### config.mk
export PLATFORM = sky130hd
export DESIGN_NAME = acc_ctrl
export DESIGN_NICKNAME = d
export VERILOG_FILES = /design/src/core/acc_pkg.sv /design/src/core/acc_sar.sv /design/src/core/acc_ctrl.sv
export SDC_FILE = /design/constraint.sdc
export NUM_CORES = 1
export LEC_CHECK = 0
export BUFFER_PORTS_ARGS = -buffer_cell sky130_fd_sc_hd__buf_2
export CAP_MARGIN = 25
export CORE_MARGIN = 2
export CORE_UTILIZATION = 59
export DETAILED_ROUTE_END_ITERATION = 12
export PLACE_DENSITY = 0.92
export SETUP_SLACK_MARGIN = 0.15
export SLEW_MARGIN = 0
export SYNTH_ARGS = -nofsm -noshare
export SYNTH_HDL_FRONTEND = slang
export SYNTH_SLANG_ARGS = --single-unit
### constraint.sdc
create_clock -name clk -period 5.9 [get_ports clk]
set_input_delay 0.59 -clock clk [delete_from_list [all_inputs] [get_ports clk]]
set_output_delay 0.59 -clock clk [all_outputs]
set_load 0.1 [all_outputs]
### src/core/acc_pkg.sv
package acc_pkg;
    localparam logic [1:0] ADDR_CTRL0     = 2'h0;
    localparam logic [1:0] ADDR_RES_HIGH  = 2'h1;
    localparam logic [1:0] ADDR_RES_LOW   = 2'h2;
    localparam logic [1:0] ADDR_IRQ_STAT  = 2'h3;
    localparam int         ADDR_W         = 4;
    localparam logic [3:0] ADDR_IRQ_EN    = 4'h4;
    localparam logic [3:0] ADDR_IRQ_CLR   = 4'h5;
    localparam int         BIT_ENABLE     = 0;
    localparam int         BIT_GO         = 1;
    localparam int         CHS_LSB        = 2;
    localparam int         CHS_W          = 5;
    localparam logic [7:0] CTRL0_RESET    = 8'h00;
    localparam logic [7:0] CTRL0_WMASK    = 8'h7F;
    localparam logic [4:0] CHS_LAST_EXT   = 5'h07;
    localparam logic [4:0] CHS_RSV_LO     = 5'h0C;
    localparam logic [4:0] CHS_RSV_HI     = 5'h1C;
    localparam logic [4:0] CHS_TEMP       = 5'h1D;
    localparam logic [4:0] CHS_DAC        = 5'h1E;
    localparam logic [4:0] CHS_FVR        = 5'h1F;
    localparam int         RES_W          = 10;
    localparam int         BIT_TIME       = 4;
    localparam int         SAMPLE_TIME    = 2;

    typedef struct packed {
        logic [3:0] addr;
        logic [7:0] wdata;
        logic       wr;
        logic       rd;
    } acc_bus_s;

    typedef enum logic [1:0] {
        SEL_NONE,
        SEL_EXT,
        SEL_TEMP,
        SEL_DAC
    } acc_src_e;
endpackage

### src/core/acc_sar.sv
`timescale 1ns/10ps
module acc_sar #(
    parameter int RES_W = 10
) (
    input  wire logic             clk,
    input  wire logic             arst_n,
    input  wire logic             start,
    input  wire logic             abort,
    input  wire logic             bit_tick,
    input  wire logic             cmp_high,
    output logic                  busy,
    output logic                  done,
    output logic [RES_W-1:0]      result,
    output logic [RES_W-1:0]      trial_code
);
    logic [RES_W-1:0] trial;
    logic [RES_W-1:0] mask;
    logic [RES_W-1:0] next_trial;

    assign trial_code = trial;

    always_comb begin
        next_trial = cmp_high ? trial : (trial & ~mask);
    end

    logic last_bit;
    always_comb begin
        last_bit = 1'b0;
        for (int i = 0; i < RES_W - 1; i++) begin
            if (mask[i]) begin
                last_bit = trial[i+1];
            end
        end
    end

    always_ff @(posedge clk or negedge arst_n) begin
        if (!arst_n) begin
            busy   <= 1'b0;
            done   <= 1'b0;
            trial  <= '0;
            mask   <= '0;
            result <= '0;
        end else begin
            done <= 1'b0;
            if (start && !busy) begin
                busy  <= 1'b1;
                mask  <= {1'b1, {(RES_W-1){1'b0}}};
                trial <= {1'b1, {(RES_W-1){1'b0}}};
            end else if (busy && abort) begin
                busy <= 1'b0;
                for (int i = 0; i < RES_W; i++) begin
                    if ((RES_W'(1) << i) <= mask) begin
                        result[i] <= last_bit;
                    end else begin
                        result[i] <= trial[i];
                    end
                end
            end else if (busy && bit_tick) begin
                if (mask[0]) begin
                    busy   <= 1'b0;
                    done   <= 1'b1;
                    result <= next_trial;
                end else begin
                    trial <= next_trial | (mask >> 1);
                    mask  <= mask >> 1;
                end
            end
        end
    end
endmodule

### src/core/acc_ctrl.sv
`timescale 1ns/10ps
module acc_ctrl #(
    parameter int RES_W     = acc_pkg::RES_W,
    parameter int BIT_TIME  = acc_pkg::BIT_TIME
) (
    input  wire logic                  clk,
    input  wire logic                  arst_n,
    input  wire logic [3:0]            bus_addr,
    input  wire logic [7:0]            bus_wdata,
    input  wire logic                  bus_wr,
    input  wire logic                  bus_rd,
    output logic [7:0]                 bus_rdata,
    input  wire logic                  special_trigger,
    input  wire logic                  cmp_high,
    output logic                       timer_reset,
    output logic [7:0]                 analog_input_sel,
    output logic                       sel_temp,
    output logic                       sel_dac,
    output logic                       sel_fixed_reference_buffer,
    output logic                       converter_power,
    output logic                       sample_hold,
    output logic [RES_W-1:0]           dac_trial,
    output logic                       irq
);
    acc_pkg::acc_bus_s bus;
    assign bus = '{addr: bus_addr, wdata: bus_wdata, wr: bus_wr, rd: bus_rd};

    logic [4:0]        input_channel_select;
    logic              go;
    logic              converter_enable;
    logic              conversion_complete_flag;
    logic              irq_enable;
    logic [7:0]        result_high_byte;
    logic [7:0]        result_low_byte;
    logic              sync1;
    logic              sync2;
    logic              trig_prev;
    logic              trig_pulse;
    logic [7:0]        tick_cnt;
    logic              bit_tick;
    logic              eng_busy;
    logic              eng_done;
    logic [RES_W-1:0]  eng_result;
    logic [RES_W-1:0]  eng_trial;
    logic              abort_d;
    logic              wr_ctrl;
    logic              abort;
    logic              start;

    assign wr_ctrl = bus.wr && bus.addr == {2'h0, acc_pkg::ADDR_CTRL0};

    // trigger arrives from another block's pin side; synchronise before edge detect
    always_ff @(posedge clk or negedge arst_n) begin
        if (!arst_n) begin
            sync1     <= 1'b0;
            sync2     <= 1'b0;
            trig_prev <= 1'b0;
        end else begin
            sync1     <= special_trigger;
            sync2     <= sync1;
            trig_prev <= sync2;
        end
    end
    assign trig_pulse = sync2 && !trig_prev;

    // a write that clears go or turns the converter off while armed aborts
    // so a zero status bit never hides a running engine
    assign abort = wr_ctrl && go
                   && !(bus.wdata[acc_pkg::BIT_GO] && bus.wdata[acc_pkg::BIT_ENABLE]);
    // start needs the converter on; relies on software enabling first
    assign start = go && converter_enable && !eng_busy && !eng_done && !abort;

    always_ff @(posedge clk or negedge arst_n) begin
        if (!arst_n) begin
            input_channel_select <= '0;
            converter_enable     <= 1'b0;
        end else if (wr_ctrl) begin
            // bit 7 has no storage
            input_channel_select <= bus.wdata[acc_pkg::CHS_LSB +: acc_pkg::CHS_W];
            converter_enable     <= bus.wdata[acc_pkg::BIT_ENABLE];
        end
    end

    always_ff @(posedge clk or negedge arst_n) begin
        if (!arst_n) begin
            go <= 1'b0;
        end else if (eng_done) begin
            go <= 1'b0;
        end else if (trig_pulse) begin
            go <= 1'b1;
        end else if (wr_ctrl) begin
            // a write only arms go once the converter was already on and stays on; a trigger pulse arms go regardless
            go <= bus.wdata[acc_pkg::BIT_GO] && bus.wdata[acc_pkg::BIT_ENABLE]
                  && converter_enable;
        end else if (!converter_enable) begin
            go <= 1'b0;
        end
    end

    always_ff @(posedge clk or negedge arst_n) begin
        if (!arst_n) begin
            timer_reset <= 1'b0;
        end else begin
            timer_reset <= trig_pulse;
        end
    end

    // bit clock divider, only runs during a conversion
    always_ff @(posedge clk or negedge arst_n) begin
        if (!arst_n) begin
            tick_cnt <= '0;
            bit_tick <= 1'b0;
        end else if (!eng_busy) begin
            tick_cnt <= '0;
            bit_tick <= 1'b0;
        end else if (tick_cnt == 8'(BIT_TIME - 1)) begin
            tick_cnt <= '0;
            bit_tick <= 1'b1;
        end else begin
            tick_cnt <= tick_cnt + 8'h01;
            bit_tick <= 1'b0;
        end
    end

    acc_sar #(
        .RES_W      (RES_W)
    ) u_sar (
        .clk        (clk),
        .arst_n     (arst_n),
        .start      (start),
        .abort      (abort),
        .bit_tick   (bit_tick),
        .cmp_high   (cmp_high),
        .busy       (eng_busy),
        .done       (eng_done),
        .result     (eng_result),
        .trial_code (eng_trial)
    );

    always_ff @(posedge clk or negedge arst_n) begin
        if (!arst_n) begin
            result_high_byte <= '0;
            result_low_byte  <= '0;
        end else if (eng_done || abort_d) begin
            // left justified; an abort is taken one cycle late, once the engine holds it
            result_high_byte <= 8'(eng_result >> (RES_W - 8));
            result_low_byte  <= 8'(eng_result << (16 - RES_W));
        end
    end

    always_ff @(posedge clk or negedge arst_n) begin
        if (!arst_n) begin
            abort_d <= 1'b0;
        end else begin
            abort_d <= abort && eng_busy;
        end
    end

    // complete flag: set beats clear
    logic irq_clr;
    assign irq_clr = bus.wr && bus.addr == acc_pkg::ADDR_IRQ_CLR && bus.wdata[0];
    always_ff @(posedge clk or negedge arst_n) begin
        if (!arst_n) begin
            conversion_complete_flag <= 1'b0;
        end else if (eng_done) begin
            conversion_complete_flag <= 1'b1;
        end else if (irq_clr) begin
            conversion_complete_flag <= 1'b0;
        end
    end

    always_ff @(posedge clk or negedge arst_n) begin
        if (!arst_n) begin
            irq_enable <= 1'b0;
        end else if (bus.wr && bus.addr == acc_pkg::ADDR_IRQ_EN) begin
            irq_enable <= bus.wdata[0];
        end
    end

    always_ff @(posedge clk or negedge arst_n) begin
        if (!arst_n) begin
            irq <= 1'b0;
        end else begin
            irq <= (conversion_complete_flag || eng_done) && irq_enable;
        end
    end

    // input mux decode
    always_ff @(posedge clk or negedge arst_n) begin
        if (!arst_n) begin
            analog_input_sel           <= '0;
            sel_temp                   <= 1'b0;
            sel_dac                    <= 1'b0;
            sel_fixed_reference_buffer <= 1'b0;
        end else begin
            analog_input_sel <= '0;
            if (input_channel_select <= acc_pkg::CHS_LAST_EXT) begin
                analog_input_sel[input_channel_select[2:0]] <= 1'b1;
            end
            // codes 8..28 leave every source open
            sel_temp <= input_channel_select == acc_pkg::CHS_TEMP;
            sel_dac  <= input_channel_select == acc_pkg::CHS_DAC;
            sel_fixed_reference_buffer <= input_channel_select == acc_pkg::CHS_FVR;
        end
    end

    always_ff @(posedge clk or negedge arst_n) begin
        if (!arst_n) begin
            converter_power <= 1'b0;
            sample_hold     <= 1'b0;
            dac_trial       <= '0;
        end else begin
            converter_power <= converter_enable;
            sample_hold     <= eng_busy;
            dac_trial       <= eng_trial;
        end
    end

    always_ff @(posedge clk or negedge arst_n) begin
        if (!arst_n) begin
            bus_rdata <= '0;
        end else if (bus.rd) begin
            case (bus.addr)
                4'h0: bus_rdata <= {1'b0, input_channel_select, go, converter_enable};
                4'h1: bus_rdata <= result_high_byte;
                4'h2: bus_rdata <= result_low_byte;
                4'h3: bus_rdata <= {7'h00, conversion_complete_flag};
                4'h4: bus_rdata <= {7'h00, irq_enable};
                default: bus_rdata <= 8'h00;
            endcase
        end else begin
            bus_rdata <= 8'h00;
        end
    end

    a_go_clears: assert property (@(posedge clk) disable iff (!arst_n)
        eng_done |=> !go) else $error("status bit not cleared at completion");
    a_flag_sets: assert property (@(posedge clk) disable iff (!arst_n)
        eng_done |=> conversion_complete_flag) else $error("complete flag not set");
    a_bit7_zero: assert property (@(posedge clk) disable iff (!arst_n)
        $past(bus.rd) && $past(bus.addr) == 4'h0 |-> !bus_rdata[7])
        else $error("bit 7 read nonzero");
    a_temp_sel: assert property (@(posedge clk) disable iff (!arst_n)
        input_channel_select == acc_pkg::CHS_TEMP |=> sel_temp)
        else $error("temperature not selected");
    a_trig_go: assert property (@(posedge clk) disable iff (!arst_n)
        trig_pulse && !eng_done |=> go && timer_reset) else $error("trigger missed");
    a_power_off: assert property (@(posedge clk) disable iff (!arst_n)
        !converter_enable |=> !converter_power) else $error("power while disabled");
    a_rsv_none: assert property (@(posedge clk) disable iff (!arst_n)
        input_channel_select >= acc_pkg::CHS_RSV_LO && input_channel_select <= acc_pkg::CHS_RSV_HI
        |=> analog_input_sel == 8'h00 && !sel_temp && !sel_dac && !sel_fixed_reference_buffer)
        else $error("reserved routed");
    a_ext_sel: assert property (@(posedge clk) disable iff (!arst_n)
        input_channel_select == 5'h03 |=> analog_input_sel == 8'h08)
        else $error("external route wrong");
    a_go_refused: assert property (@(posedge clk) disable iff (!arst_n)
        wr_ctrl && !converter_enable && !trig_pulse |=> !go)
        else $error("status bit armed while converter off");
    a_go_arms: assert property (@(posedge clk) disable iff (!arst_n)
        wr_ctrl && bus.wdata[acc_pkg::BIT_GO] && bus.wdata[acc_pkg::BIT_ENABLE]
        && converter_enable && !eng_done |=> go) else $error("status write did not arm");
    a_go_holds: assert property (@(posedge clk) disable iff (!arst_n)
        go && !eng_done && !wr_ctrl && converter_enable |=> go)
        else $error("status bit dropped during conversion");
    a_busy_go: assert property (@(posedge clk) disable iff (!arst_n)
        eng_busy |-> go) else $error("engine runs while status reads idle");
    a_abort_stop: assert property (@(posedge clk) disable iff (!arst_n)
        abort && eng_busy && !trig_pulse |=> !eng_busy && !go)
        else $error("conversion not stopped by clear");
    a_timer_pulse: assert property (@(posedge clk) disable iff (!arst_n)
        timer_reset |=> !timer_reset) else $error("timer clear longer than one cycle");
    a_irq_level: assert property (@(posedge clk) disable iff (!arst_n)
        conversion_complete_flag && irq_enable |=> irq) else $error("interrupt not raised");
    a_fvr_sel: assert property (@(posedge clk) disable iff (!arst_n)
        input_channel_select == acc_pkg::CHS_FVR |=> sel_fixed_reference_buffer)
        else $error("reference buffer not selected");
    a_dac_sel: assert property (@(posedge clk) disable iff (!arst_n)
        input_channel_select == acc_pkg::CHS_DAC |=> sel_dac)
        else $error("dac output not selected");
    a_one_route: assert property (@(posedge clk) disable iff (!arst_n)
        $onehot0(analog_input_sel)) else $error("two external inputs routed");
    a_power_on: assert property (@(posedge clk) disable iff (!arst_n)
        converter_enable |=> converter_power) else $error("converter not powered");
    a_stat_read: assert property (@(posedge clk) disable iff (!arst_n)
        bus.rd && bus.addr == 4'h0 |=> bus_rdata[acc_pkg::BIT_GO] == $past(go))
        else $error("status bit read wrong");
    c_done: cover property (@(posedge clk) disable iff (!arst_n) eng_done);
    c_abort: cover property (@(posedge clk) disable iff (!arst_n) abort && eng_busy);
    c_trig: cover property (@(posedge clk) disable iff (!arst_n) trig_pulse);
    c_go_refused: cover property (@(posedge clk) disable iff (!arst_n)
        wr_ctrl && bus.wdata[acc_pkg::BIT_GO] && !converter_enable);
    c_irq: cover property (@(posedge clk) disable iff (!arst_n) irq);
endmodule

==> reports/metrics.csv, run 1 <==
stage,metric,value,unit
synth,synth_seq_cells,97,
synth,yosysTopAreaCellShare,60.7,%
clock_network,post_cts.repair.setup_buffers,0,
timing,finalMaxSlewViolations,0,
critical_path,worstPathCellList,"buf_2, a211oi_1, nand4_1, or4_2, o21ai_0, a21oi_1",
grt,grt_pass1_vias,2825,
finish,insertedDiodeCount,0,
clock_network,clk_pin_slew,0.08,ns
pwr,p_switching,0.790,mW
critical_path,crit_path_start,bus_addr[0],
critical_path,crit_buf_inv,1,
pwr,internal-power,1.26,mW
timing,period_needed,2.71,ns
synth,ys_seq_area_share,60.7,%
clock_network,cts_inserted_buffers,9,
die,initial_core_util,61.9,%
pwr,leakage,2.17,nW
pwr,p_per_area,451,nW/µm²
clock_network,cts_sinks,97,
grt,grt_pass1_wl,13.4,mm
timing,setup_tns,0,ns
run,maxCapViolCount,0,
clock_network,cts_buffer_depth,2,
synth,syn_nets,373,
synth,ys_warn_count,0,
finish,drive_gt1_share,23.5,%
timing,worstMarginPinSlew,0.802,ns
timing,period_share,46.0,%
placement,placed_cell_area,4300,µm²
drt,drt-pass1-iter-count,5,
pwr,pwr-share-seq,44.0,%
pwr,finalPower,2.05,mW
pwr,peakVddDrop,0.298,mV
critical_path,cp_slowest_cell,or4_2,
grt,track_usage,23.4,%
timing,hold_viol,0,
pwr,p_sw_share,38.5,%
drt,routed_wl,7.88,mm
synth,yosys.area.top_type,dfrtp_1,
clock_network,htreeDepth,3,
die,core_area,6460,µm²
timing,hold-worst-slack,0.158,ns
grt,overflow,0,
placement,dpl.hpwl,5.49,mm
outcome,outcome,"finished, final reports clean",
critical_path,crit_fanout,19,
synth,synth_area_leaders,"dfrtp_1 (61%), mux2_2 (5.1%), nor2_1 (3.7%), nand2_1 (2.8%), o21ai_0 (2.5%)",
pwr,power_frac_clock,25.1,%
critical_path,start_kind,input port,
timing,fmax,368,MHz
synth,yosys-top-cells-count,"dfrtp_1 (97), nor2_1 (39), nand2_1 (30)",
die,die_w,86.3,µm
worst_hold_path,min_path_type,input port to asynchronous set/reset pin,
drt,drc,0,
critical_path,worstSetupPathType,input port to register,
clock_network,ctsHoldBuffers,0,
synth,synth.distinct_cells,51,
die,fp.dieH,86.3,µm
timing,rsz0062_at_grt,false,
timing,skew,0.00784,ns
drt,drt_iter0_drc,248,
drt,routed-via-count,2897,
die,io_pins,51,
clock_network,clk_latency,0.37,ns
die,die_area,7450,µm²
critical_path,end_kind,register,
synth,synth_flop_cell,dfrtp_1,
synth,synth_enable_flop_cells,0,
drt,detail_route.wl_per_cell,16.2,µm
pwr,p_comb_share,30.9,%
critical_path,cpPeakStageDelay,0.85,ns
finish,finalNetCount,422,
synth,netlist_area,4000,µm²
critical_path,cp_top_family,simple AND/OR/NAND/NOR gates,
critical_path,r2r-start,u_sar.mask[6]$_DFFE_PN0P_,
drt,viasPerCell,5.97,
critical_path,cp.arrival,2.93,ns
grt,antenna_found_initial,0,
timing,setup_ws,3.19,ns
synth,syn_area_per_cell,11.3,µm²
clock_network,cts_tree,done,
finish,area_delta_synth_final,13.7,%
timing,slew_headroom,46.4,%
clock_network,root_buffer,clkbuf_8,
placement,io_buffers,49,
clock_network,postCtsResizedCells,0,
placement,place_congestion,0.904,
finish,design_area,4540,µm²
synth,yosysMostFrequentCell,dfrtp_1,
synth,netlist_instances,354,
critical_path,critPathRequiredTime,6.12,ns
die,std_cell_rows,29,
drt,antenna_left,0,
grt,grt_max_degree,61,
timing,setup_viol,0,
synth,async_flop_share,100,%
placement,post-place-ws,2.85,ns
-- power by group through the flow --
| stage | sequential, mW | clock [mW] | combinational (mW) |
|---|---|---|---|
| after floorplan | 1.09 | 0 | 0.304 |
| after global placement | 0.904 | 0 | 0.611 |
| after detailed placement | 0.911 | 0 | 0.628 |
| after CTS | 0.899 | 0.519 | 0.632 |
| after global routing | 0.920 | 0.549 | 0.681 |
| final | 0.901 | 0.516 | 0.634 |
-- per-layer routing --
metal / vias to the layer above / GRT usage [%] / wire (µm)
met4: 0 / 11.9 / 225
met3: 22 / 4.00 / 455
met2: 114 / 37.1 / 3800
met1: 1407 / 31.6 / 3400
li1: 1354 / - / -
met5: - / 0 / 0
-- cells in the final DEF (no fill, tap or decap), types with 3 or more instances in the layout --
master,Yosys,layout
inv_1,11,11
mux2_2,18,18
o31ai_1,7,7
nand3_1,11,11
buf_2,0,48
nand2_1,30,30
and2_1,4,4
nor2_1,39,39
a21oi_1,6,6
a21o_1,5,5
clkbuf_8,0,10
nor3_1,6,6
buf_4,0,3
o211ai_1,7,7
a22o_1,4,4
or3_2,3,3
dfrtp_1,97,97
o21ai_0,20,20
nand2b_1,8,8
a31oi_1,12,12
bufinv_16,0,3
mux2i_1,8,8
a22oi_1,4,4
xor2_1,4,4
-- path summary, 6_finish.rpt --
kind	to	slack [ns]	depth (start not counted)
hold reg to reg	sync2$_DFF_PN0_	0.36	0
setup / recovery	u_sar.result[5]$_DFFE_PN0P_	3.19	6
min in group clk	sync1$_DFF_PN0_	0.32	1
max in group asynchronous	u_sar.mask[8]$_DFFE_PN0P_	4.66	2
setup reg to reg	u_sar.result[0]$_DFFE_PN0P_	3.40	5
hold / removal	analog_input_sel[1]$_DFF_PN0_	0.16	1
-- cell type report --
type | instances | area (µm²)
clock inverter | 5 | 103
multi-input combinational | 233 | 1470
tap | 77 | 96.3
clock buffer | 11 | 141
sequential | 97 | 2430
timing repair buffer | 51 | 263
inverter | 11 | 41.3
fill | 452 | 1920
-- cells by family (layout without fill, tap and decap cells) --
group	Yosys count	count (layout)	share of synthesized area [%]
XOR/XNOR	6	6	1.31
adder cells (fa/ha/maj)	1	1	0.313
AO/OA/AOI/OAI	79	79	13.1
AND/OR/NAND/NOR	121	121	15.0
flip-flops	97	97	60.7
buffers and inverters	24	78	2.44
multiplexers	26	26	7.08
-- per-stage QoR --
stage          std cells  utilization, %
2_1_floorplan        354               -
3_3_place_gp         469            66.6
3_5_place_dp         469            66.6
4_1_cts              485            70.3
5_1_grt              485            70.3
6_report             485            70.3
-- sequential cells by signal, indices dropped and copies added, names as in the netlist, 2 cells and up --
register and count:
analog_input_sel 8, bus_rdata 8, dac_trial 10, input_channel_select 5
result_high_byte 8, result_low_byte 2, tick_cnt 8, u_sar.mask 10
u_sar.result 10, u_sar.trial_code 10
Note: power is estimated with default switching activity, not from simulation.
==> run 2: changes to the inputs <==
CORE_UTILIZATION = 57   (was 59)
PLACE_DENSITY = 0.9   (was 0.92)
clock period = 2.85 ns   (was 5.9 ns; I/O delays follow)
==> reports/metrics.csv, run 2 (synthesized netlist as in run 1, its figures left out) <==
stage,metric,value,unit,change
worst_hold_path,hold_depth,2,,
die,die_area,7700,µm²,was 7450 µm²
clock_network,cts_sinks,97,,unchanged
critical_path,end_kind,register,,unchanged
drt,drt-pass1-iter-count,5,,unchanged
die,std_cell_rows,30,,was 29
clock_network,ctsHoldBuffers,1,,was 0
critical_path,worstPathCellList,"or4_4, or3_4, or4_4, or3b_1, a31oi_1",,"was buf_2, a211oi_1, nand4_1, or4_2, o21ai_0, a21oi_1"
clock_network,root_buffer,clkbuf_8,,unchanged
grt,antenna_found_initial,0,,unchanged
pwr,p_per_area,913,nW/µm²,was 451 nW/µm²
clock_network,post_cts.repair.setup_buffers,0,,unchanged
drt,drt-met1-wl,3.41,mm,was 3.40 mm
die,fp.dieH,87.7,µm,was 86.3 µm
finish,drive_gt1_share,24.0,%,was 23.5%
timing,period_share,85.1,%,
finish,insertedDiodeCount,0,,unchanged
drt,routed_wl,8.09,mm,was 7.88 mm
worst_hold_path,hold_end,input_channel_select[1]$_DFFE_PN0P_,,
drt,viasPerCell,5.80,,was 5.97
critical_path,worst-r2r-cell-count,5,,unchanged
grt,grt_pass1_vias,2775,,was 2825
clock_network,clk_latency,0.37,ns,about the same
timing,worstMarginPinSlew,0.785,ns,was 0.802 ns
finish,final_cell_mix,"dfrtp_1 (97), buf_2 (48), nor2_1 (39)",,unchanged
critical_path,crit_top_cell,or4_4,,
grt,track_usage,22.8,%,was 23.4%
drt,routed.top_layer,met4,,unchanged
timing,setup_viol,0,,unchanged
timing,hold-worst-slack,0.156,ns,was 0.158 ns
placement,dpl.hpwl,5.48,mm,was 5.49 mm
timing,slew_headroom,47.5,%,was 46.4%
timing,fmax,412,MHz,
critical_path,cp_slowest_cell,or4_4,,was or4_2
run,maxCapViolCount,0,,unchanged
timing,setup_tns,0,ns,unchanged
finish,finalNetCount,426,,was 422
drt,detail_route.wl_per_cell,15.9,µm,was 16.2 µm
pwr,leakage,2.18,nW,was 2.17 nW
clock_network,cts_buffer_depth,2,,unchanged
placement,io_buffers,49,,unchanged
worst_hold_path,worstHoldStart,bus_wdata[3],,
drt,antenna_left,0,,unchanged
clock_network,cts_tree,done,,unchanged
critical_path,r2r-start,u_sar.mask[7]$_DFFE_PN0P_,,was u_sar.mask[6]$_DFFE_PN0P_
finish,area_delta_synth_final,14.7,%,was 13.7%
grt,grt_max_degree,58,,was 61
timing,hold_viol,0,,unchanged
critical_path,r2r_end,u_sar.result[0]$_DFFE_PN0P_,,unchanged
pwr,peakVddDrop,0.567,mV,was 0.298 mV
critical_path,cpPeakStageDelay,0.57,ns,was 0.85 ns
outcome,outcome,"finished, final reports clean",,unchanged
drt,met2_length,4.12,mm,was 3.80 mm
timing,period_needed,2.43,ns,
finish,layout_commonest_cell,dfrtp_1,,unchanged
timing,finalMaxSlewViolations,0,,unchanged
die,io_pins,51,,unchanged
grt,grt_pass1_wl,13.4,mm,about the same
clock_network,cts_inserted_buffers,9,,unchanged
critical_path,crit_fanout,9,,was 19
grt,overflow,0,,unchanged
timing,skew,0.0104,ns,was 0.00784 ns
drt,drc,0,,unchanged
timing,rsz0062_at_grt,false,,unchanged
die,core_area,6790,µm²,was 6460 µm²
die,die_w,87.7,µm,was 86.3 µm
clock_network,htreeDepth,3,,unchanged
drt,routed-via-count,2945,,was 2897
critical_path,start_kind,register,,was input port
critical_path,critPathRequiredTime,3.14,ns,was 6.12 ns
placement,place_congestion,0.933,,was 0.904
critical_path,reg2reg_slack,0.42,ns,was 3.40 ns
drt,drt_iter0_drc,180,,was 248
die,initial_core_util,58.8,%,was 61.9%
clock_network,postCtsResizedCells,0,,unchanged
clock_network,clk_pin_slew,0.09,ns,was 0.08 ns
critical_path,cp.arrival,2.72,ns,was 2.93 ns
worst_hold_path,min_path_type,input port to register,,was input port to asynchronous set/reset pin
drt,wl_met3,476,µm,was 455 µm
critical_path,worstSetupPathType,register to register,,was input port to register
-- run 2: cell types whose count changed in the layout (fill, tap and decap cells not counted), sizes merged --
cell	before	now
buf	51	53
dlygate4sd3	0	2
bufinv	3	2
clkbuf	11	10
clkinv	1	2
inv	11	12
-- run 2: report_power, final --
part / leakage (nW) / internal, mW / switching (mW)
Combinational: 0.863 / 0.382 / 0.937
Sequential: 1.20 / 1.62 / 0.245
Clock: 0.113 / 0.521 / 0.477
-- run 2: worst max-delay path, delay by kind of cell, from the launching register on --
kind | cells | cell delay [ns]
compound gates | 1 | 0.16
simple gates | 4 | 1.72
flops | 1 | 0.47
-- run 2: final cells by class --
cell class / count / area, µm²
flip-flops and latches: 97 / 2430
fillers: 480 / 2210
multi-input cells: 233 / 1470
repair buffers: 55 / 298
clock buffers: 10 / 138
well taps: 96 / 120
clock inverters: 6 / 90.1
inverters: 11 / 41.3
-- run 2: how the worst max path moves through the flow --
stage                                         start                           to  slack (ns)  cells after the start
after global placement    u_sar.mask[6]$_DFFE_PN0P_  u_sar.result[0]$_DFFE_PN0P_        0.45                      5
after global routing      u_sar.mask[6]$_DFFE_PN0P_  u_sar.result[0]$_DFFE_PN0P_        0.31                      5
final                     u_sar.mask[7]$_DFFE_PN0P_  u_sar.result[0]$_DFFE_PN0P_        0.42                      5
after CTS                 u_sar.mask[7]$_DFFE_PN0P_  u_sar.result[0]$_DFFE_PN0P_        0.45                      5
after detailed placement  u_sar.mask[6]$_DFFE_PN0P_  u_sar.result[0]$_DFFE_PN0P_        0.46                      5
after floorplan           u_sar.mask[7]$_DFFE_PN0P_  u_sar.result[0]$_DFFE_PN0P_        0.50                      6
-- run 2: stage by stage --
step / power, mW / instances / utilization, % / setup WS [ns] / cell area, µm²
6_report: 4.19 / 508 / 67.5 / 0.425 / 4590
4_1_cts: 4.19 / 507 / 67.3 / 0.447 / 4580
2_1_floorplan: 2.89 / 354 / - / 0.504 / 4000
5_1_grt: 4.38 / 508 / 67.5 / 0.310 / 4590
3_5_place_dp: 3.18 / 490 / 63.8 / 0.456 / 4340
3_3_place_gp: 3.13 / 490 / 63.8 / 0.453 / 4340
-- run 2: layer usage --
metal / vias up / global-route usage (%)
met2: 128 / 38.2
met5: - / 0
met3: 10 / 5.37
met4: 0 / 6.85
li1: 1363 / -
met1: 1444 / 30.0
==> run 3: changes to the inputs <==
CORE_UTILIZATION = 48   (was 57)
PLACE_DENSITY = 0.79   (was 0.9)
==> reports/metrics.csv, run 3 (synthesized netlist as in run 1, its figures left out) <==
stage,metric,value,unit,change
outcome,outcome,"finished, final reports clean",,unchanged
critical_path,critPathRequiredTime,3.13,ns,was 3.14 ns
timing,setup_tns,0,ns,unchanged
finish,layout_commonest_cell,dfrtp_1,,unchanged
grt,grt_pass1_vias,2842,,was 2775
grt,antenna_found_initial,0,,unchanged
timing,slew_headroom,41.2,%,was 47.5%
pwr,p_switching,1.66,mW,about the same
placement,dpl.hpwl,5.48,mm,about the same
pwr,p_per_area,896,nW/µm²,was 913 nW/µm²
clock_network,ctsHoldBuffers,1,,unchanged
grt,grt_max_degree,52,,was 58
critical_path,r2r_end,u_sar.result[0]$_DFFE_PN0P_,,unchanged
pwr,finalPower,4.11,mW,was 4.19 mW
pwr,leakage,2.18,nW,about the same
pwr,power_frac_clock,22.7,%,was 23.8%
pwr,peakVddDrop,0.437,mV,was 0.567 mV
critical_path,start_kind,register,,unchanged
grt,grt_pass1_wl,13.4,mm,about the same
grt,met3_usage,3.40,%,was 5.37%
die,fp.dieH,95.2,µm,was 87.7 µm
critical_path,r2r-start,u_sar.mask[6]$_DFFE_PN0P_,,was u_sar.mask[7]$_DFFE_PN0P_
grt,overflow,0,,unchanged
critical_path,worst-r2r-cell-count,5,,unchanged
placement,io_buffers,49,,unchanged
clock_network,postCtsResizedCells,0,,unchanged
timing,fmax,402,MHz,was 412 MHz
finish,drive_gt1_share,24.3,%,was 24.0%
timing,hold_viol,0,,unchanged
clock_network,root_buffer,clkbuf_8,,unchanged
critical_path,reg2reg_slack,0.36,ns,was 0.42 ns
grt,top_usage_layer,met2,,unchanged
timing,finalMaxSlewViolations,0,,unchanged
die,die_area,9070,µm²,was 7700 µm²
clock_network,cts_tree,done,,unchanged
clock_network,cts_sinks,97,,unchanged
timing,skew,0.0162,ns,was 0.0104 ns
critical_path,end_kind,register,,unchanged
drt,viasPerCell,5.54,,was 5.80
drt,routed_wl,7.87,mm,was 8.09 mm
finish,finalNetCount,426,,unchanged
critical_path,cp.arrival,2.77,ns,was 2.72 ns
drt,drt_iter0_drc,208,,was 180
timing,worstMarginPinSlew,0.878,ns,was 0.785 ns
timing,rsz0062_at_grt,false,,unchanged
critical_path,endpoint,u_sar.result[0]$_DFFE_PN0P_,,unchanged
worst_hold_path,min_path_type,input port to register,,unchanged
timing,hold-worst-slack,0.0182,ns,was 0.156 ns
clock_network,htreeDepth,3,,unchanged
grt,track_usage,19.1,%,was 22.8%
pwr,p_sw_share,40.4,%,was 39.6%
drt,drt-pass1-iter-count,4,,was 5
drt,antenna_left,0,,unchanged
critical_path,crit_path_start,u_sar.mask[6]$_DFFE_PN0P_,,was u_sar.mask[7]$_DFFE_PN0P_
critical_path,crit_fanout,7,,was 9
timing,period_needed,2.49,ns,was 2.43 ns
clock_network,cts_buffer_depth,2,,unchanged
die,initial_core_util,49.1,%,was 58.8%
drt,drc,0,,unchanged
placement,place_congestion,0.910,,was 0.933
finish,utilization,56.4,%,was 67.5%
grt,met2_usage,31.7,%,was 38.2%
drt,detail_route.wl_per_cell,15.2,µm,was 15.9 µm
finish,area_delta_synth_final,14.8,%,was 14.7%
timing,setup_viol,0,,unchanged
worst_hold_path,worstHoldStart,special_trigger,,was bus_wdata[3]
die,core_area,8130,µm²,was 6790 µm²
pwr,internal-power,2.45,mW,was 2.53 mW
die,io_pins,51,,unchanged
clock_network,post_cts.repair.setup_buffers,0,,unchanged
finish,final_cell_mix,"dfrtp_1 (97), buf_2 (48), nor2_1 (39)",,unchanged
run,maxCapViolCount,0,,unchanged
critical_path,worstSetupPathType,register to register,,unchanged
drt,routed-via-count,2862,,was 2945
finish,insertedDiodeCount,0,,unchanged
pwr,pwr-share-seq,45.3,%,was 44.7%
die,std_cell_rows,33,,was 30
pwr,p_comb_share,32.0,%,was 31.5%
clock_network,clk_pin_slew,0.11,ns,was 0.09 ns
grt,met1_usage,23.9,%,was 30.0%
timing,period_share,87.2,%,was 85.1%
clock_network,cts_inserted_buffers,9,,unchanged
die,die_w,95.2,µm,was 87.7 µm
clock_network,clk_latency,0.37,ns,about the same
[run 3: area by class of cell]
cell class | instances | area [µm²]
Sequential cell | 97 | 2430
Multi-Input combinational cell | 233 | 1470
Inverter | 11 | 41.3
Clock buffer | 10 | 138
Tap cell | 105 | 131
Clock inverter | 6 | 72.6
Timing Repair Buffer | 55 | 308
Fill cell | 663 | 3540
[run 3: per-layer routing]
layer	routed length, µm	vias up
met1	3420	1395
met2	3820	88
met5	0	-
met3	418	18
met4	207	0
li1	-	1361
[run 3: power by group through the flow]
stage / combinational, mW / sequential (mW) / clock [mW]
after floorplan: 0.628 / 2.26 / 0
after global placement: 1.28 / 1.87 / 0
after detailed placement: 1.31 / 1.89 / 0
after CTS: 1.32 / 1.86 / 0.949
after global routing: 1.43 / 1.91 / 1.01
final: 1.32 / 1.86 / 0.933
[run 3: stage by stage]
step / std cells / cell area (µm²) / setup slack, ns
final: 517 / 4590 / 0.364
after global routing: 517 / 4590 / 0.268
after CTS: 517 / 4590 / 0.376
after detailed placement: 500 / 4370 / 0.390
after global placement: 500 / 4370 / 0.455
after floorplan: 354 / 4000 / 0.504
[run 3: worst min-delay path by stage]
stage | end | cells past startpoint | slack (ns)
after floorplan | abort_d$_DFF_PN0_ | 0 | -0.01
after global placement | sync2$_DFF_PN0_ | 0 | 0.33
after detailed placement | analog_input_sel[0]$_DFF_PN0_ | 1 | 0.34
after CTS | sync1$_DFF_PN0_ | 1 | 0.01
after global routing | sync1$_DFF_PN0_ | 1 | 0.005
final | sync1$_DFF_PN0_ | 1 | 0.02
[run 3: worst max-delay path, stage by stage (launching register included)]
cell and delay, ns:
dfrtp_1 0.46, or4_4 0.59, or3_4 0.37, or4_4 0.43, or3b_1 0.37, a31oi_1 0.18
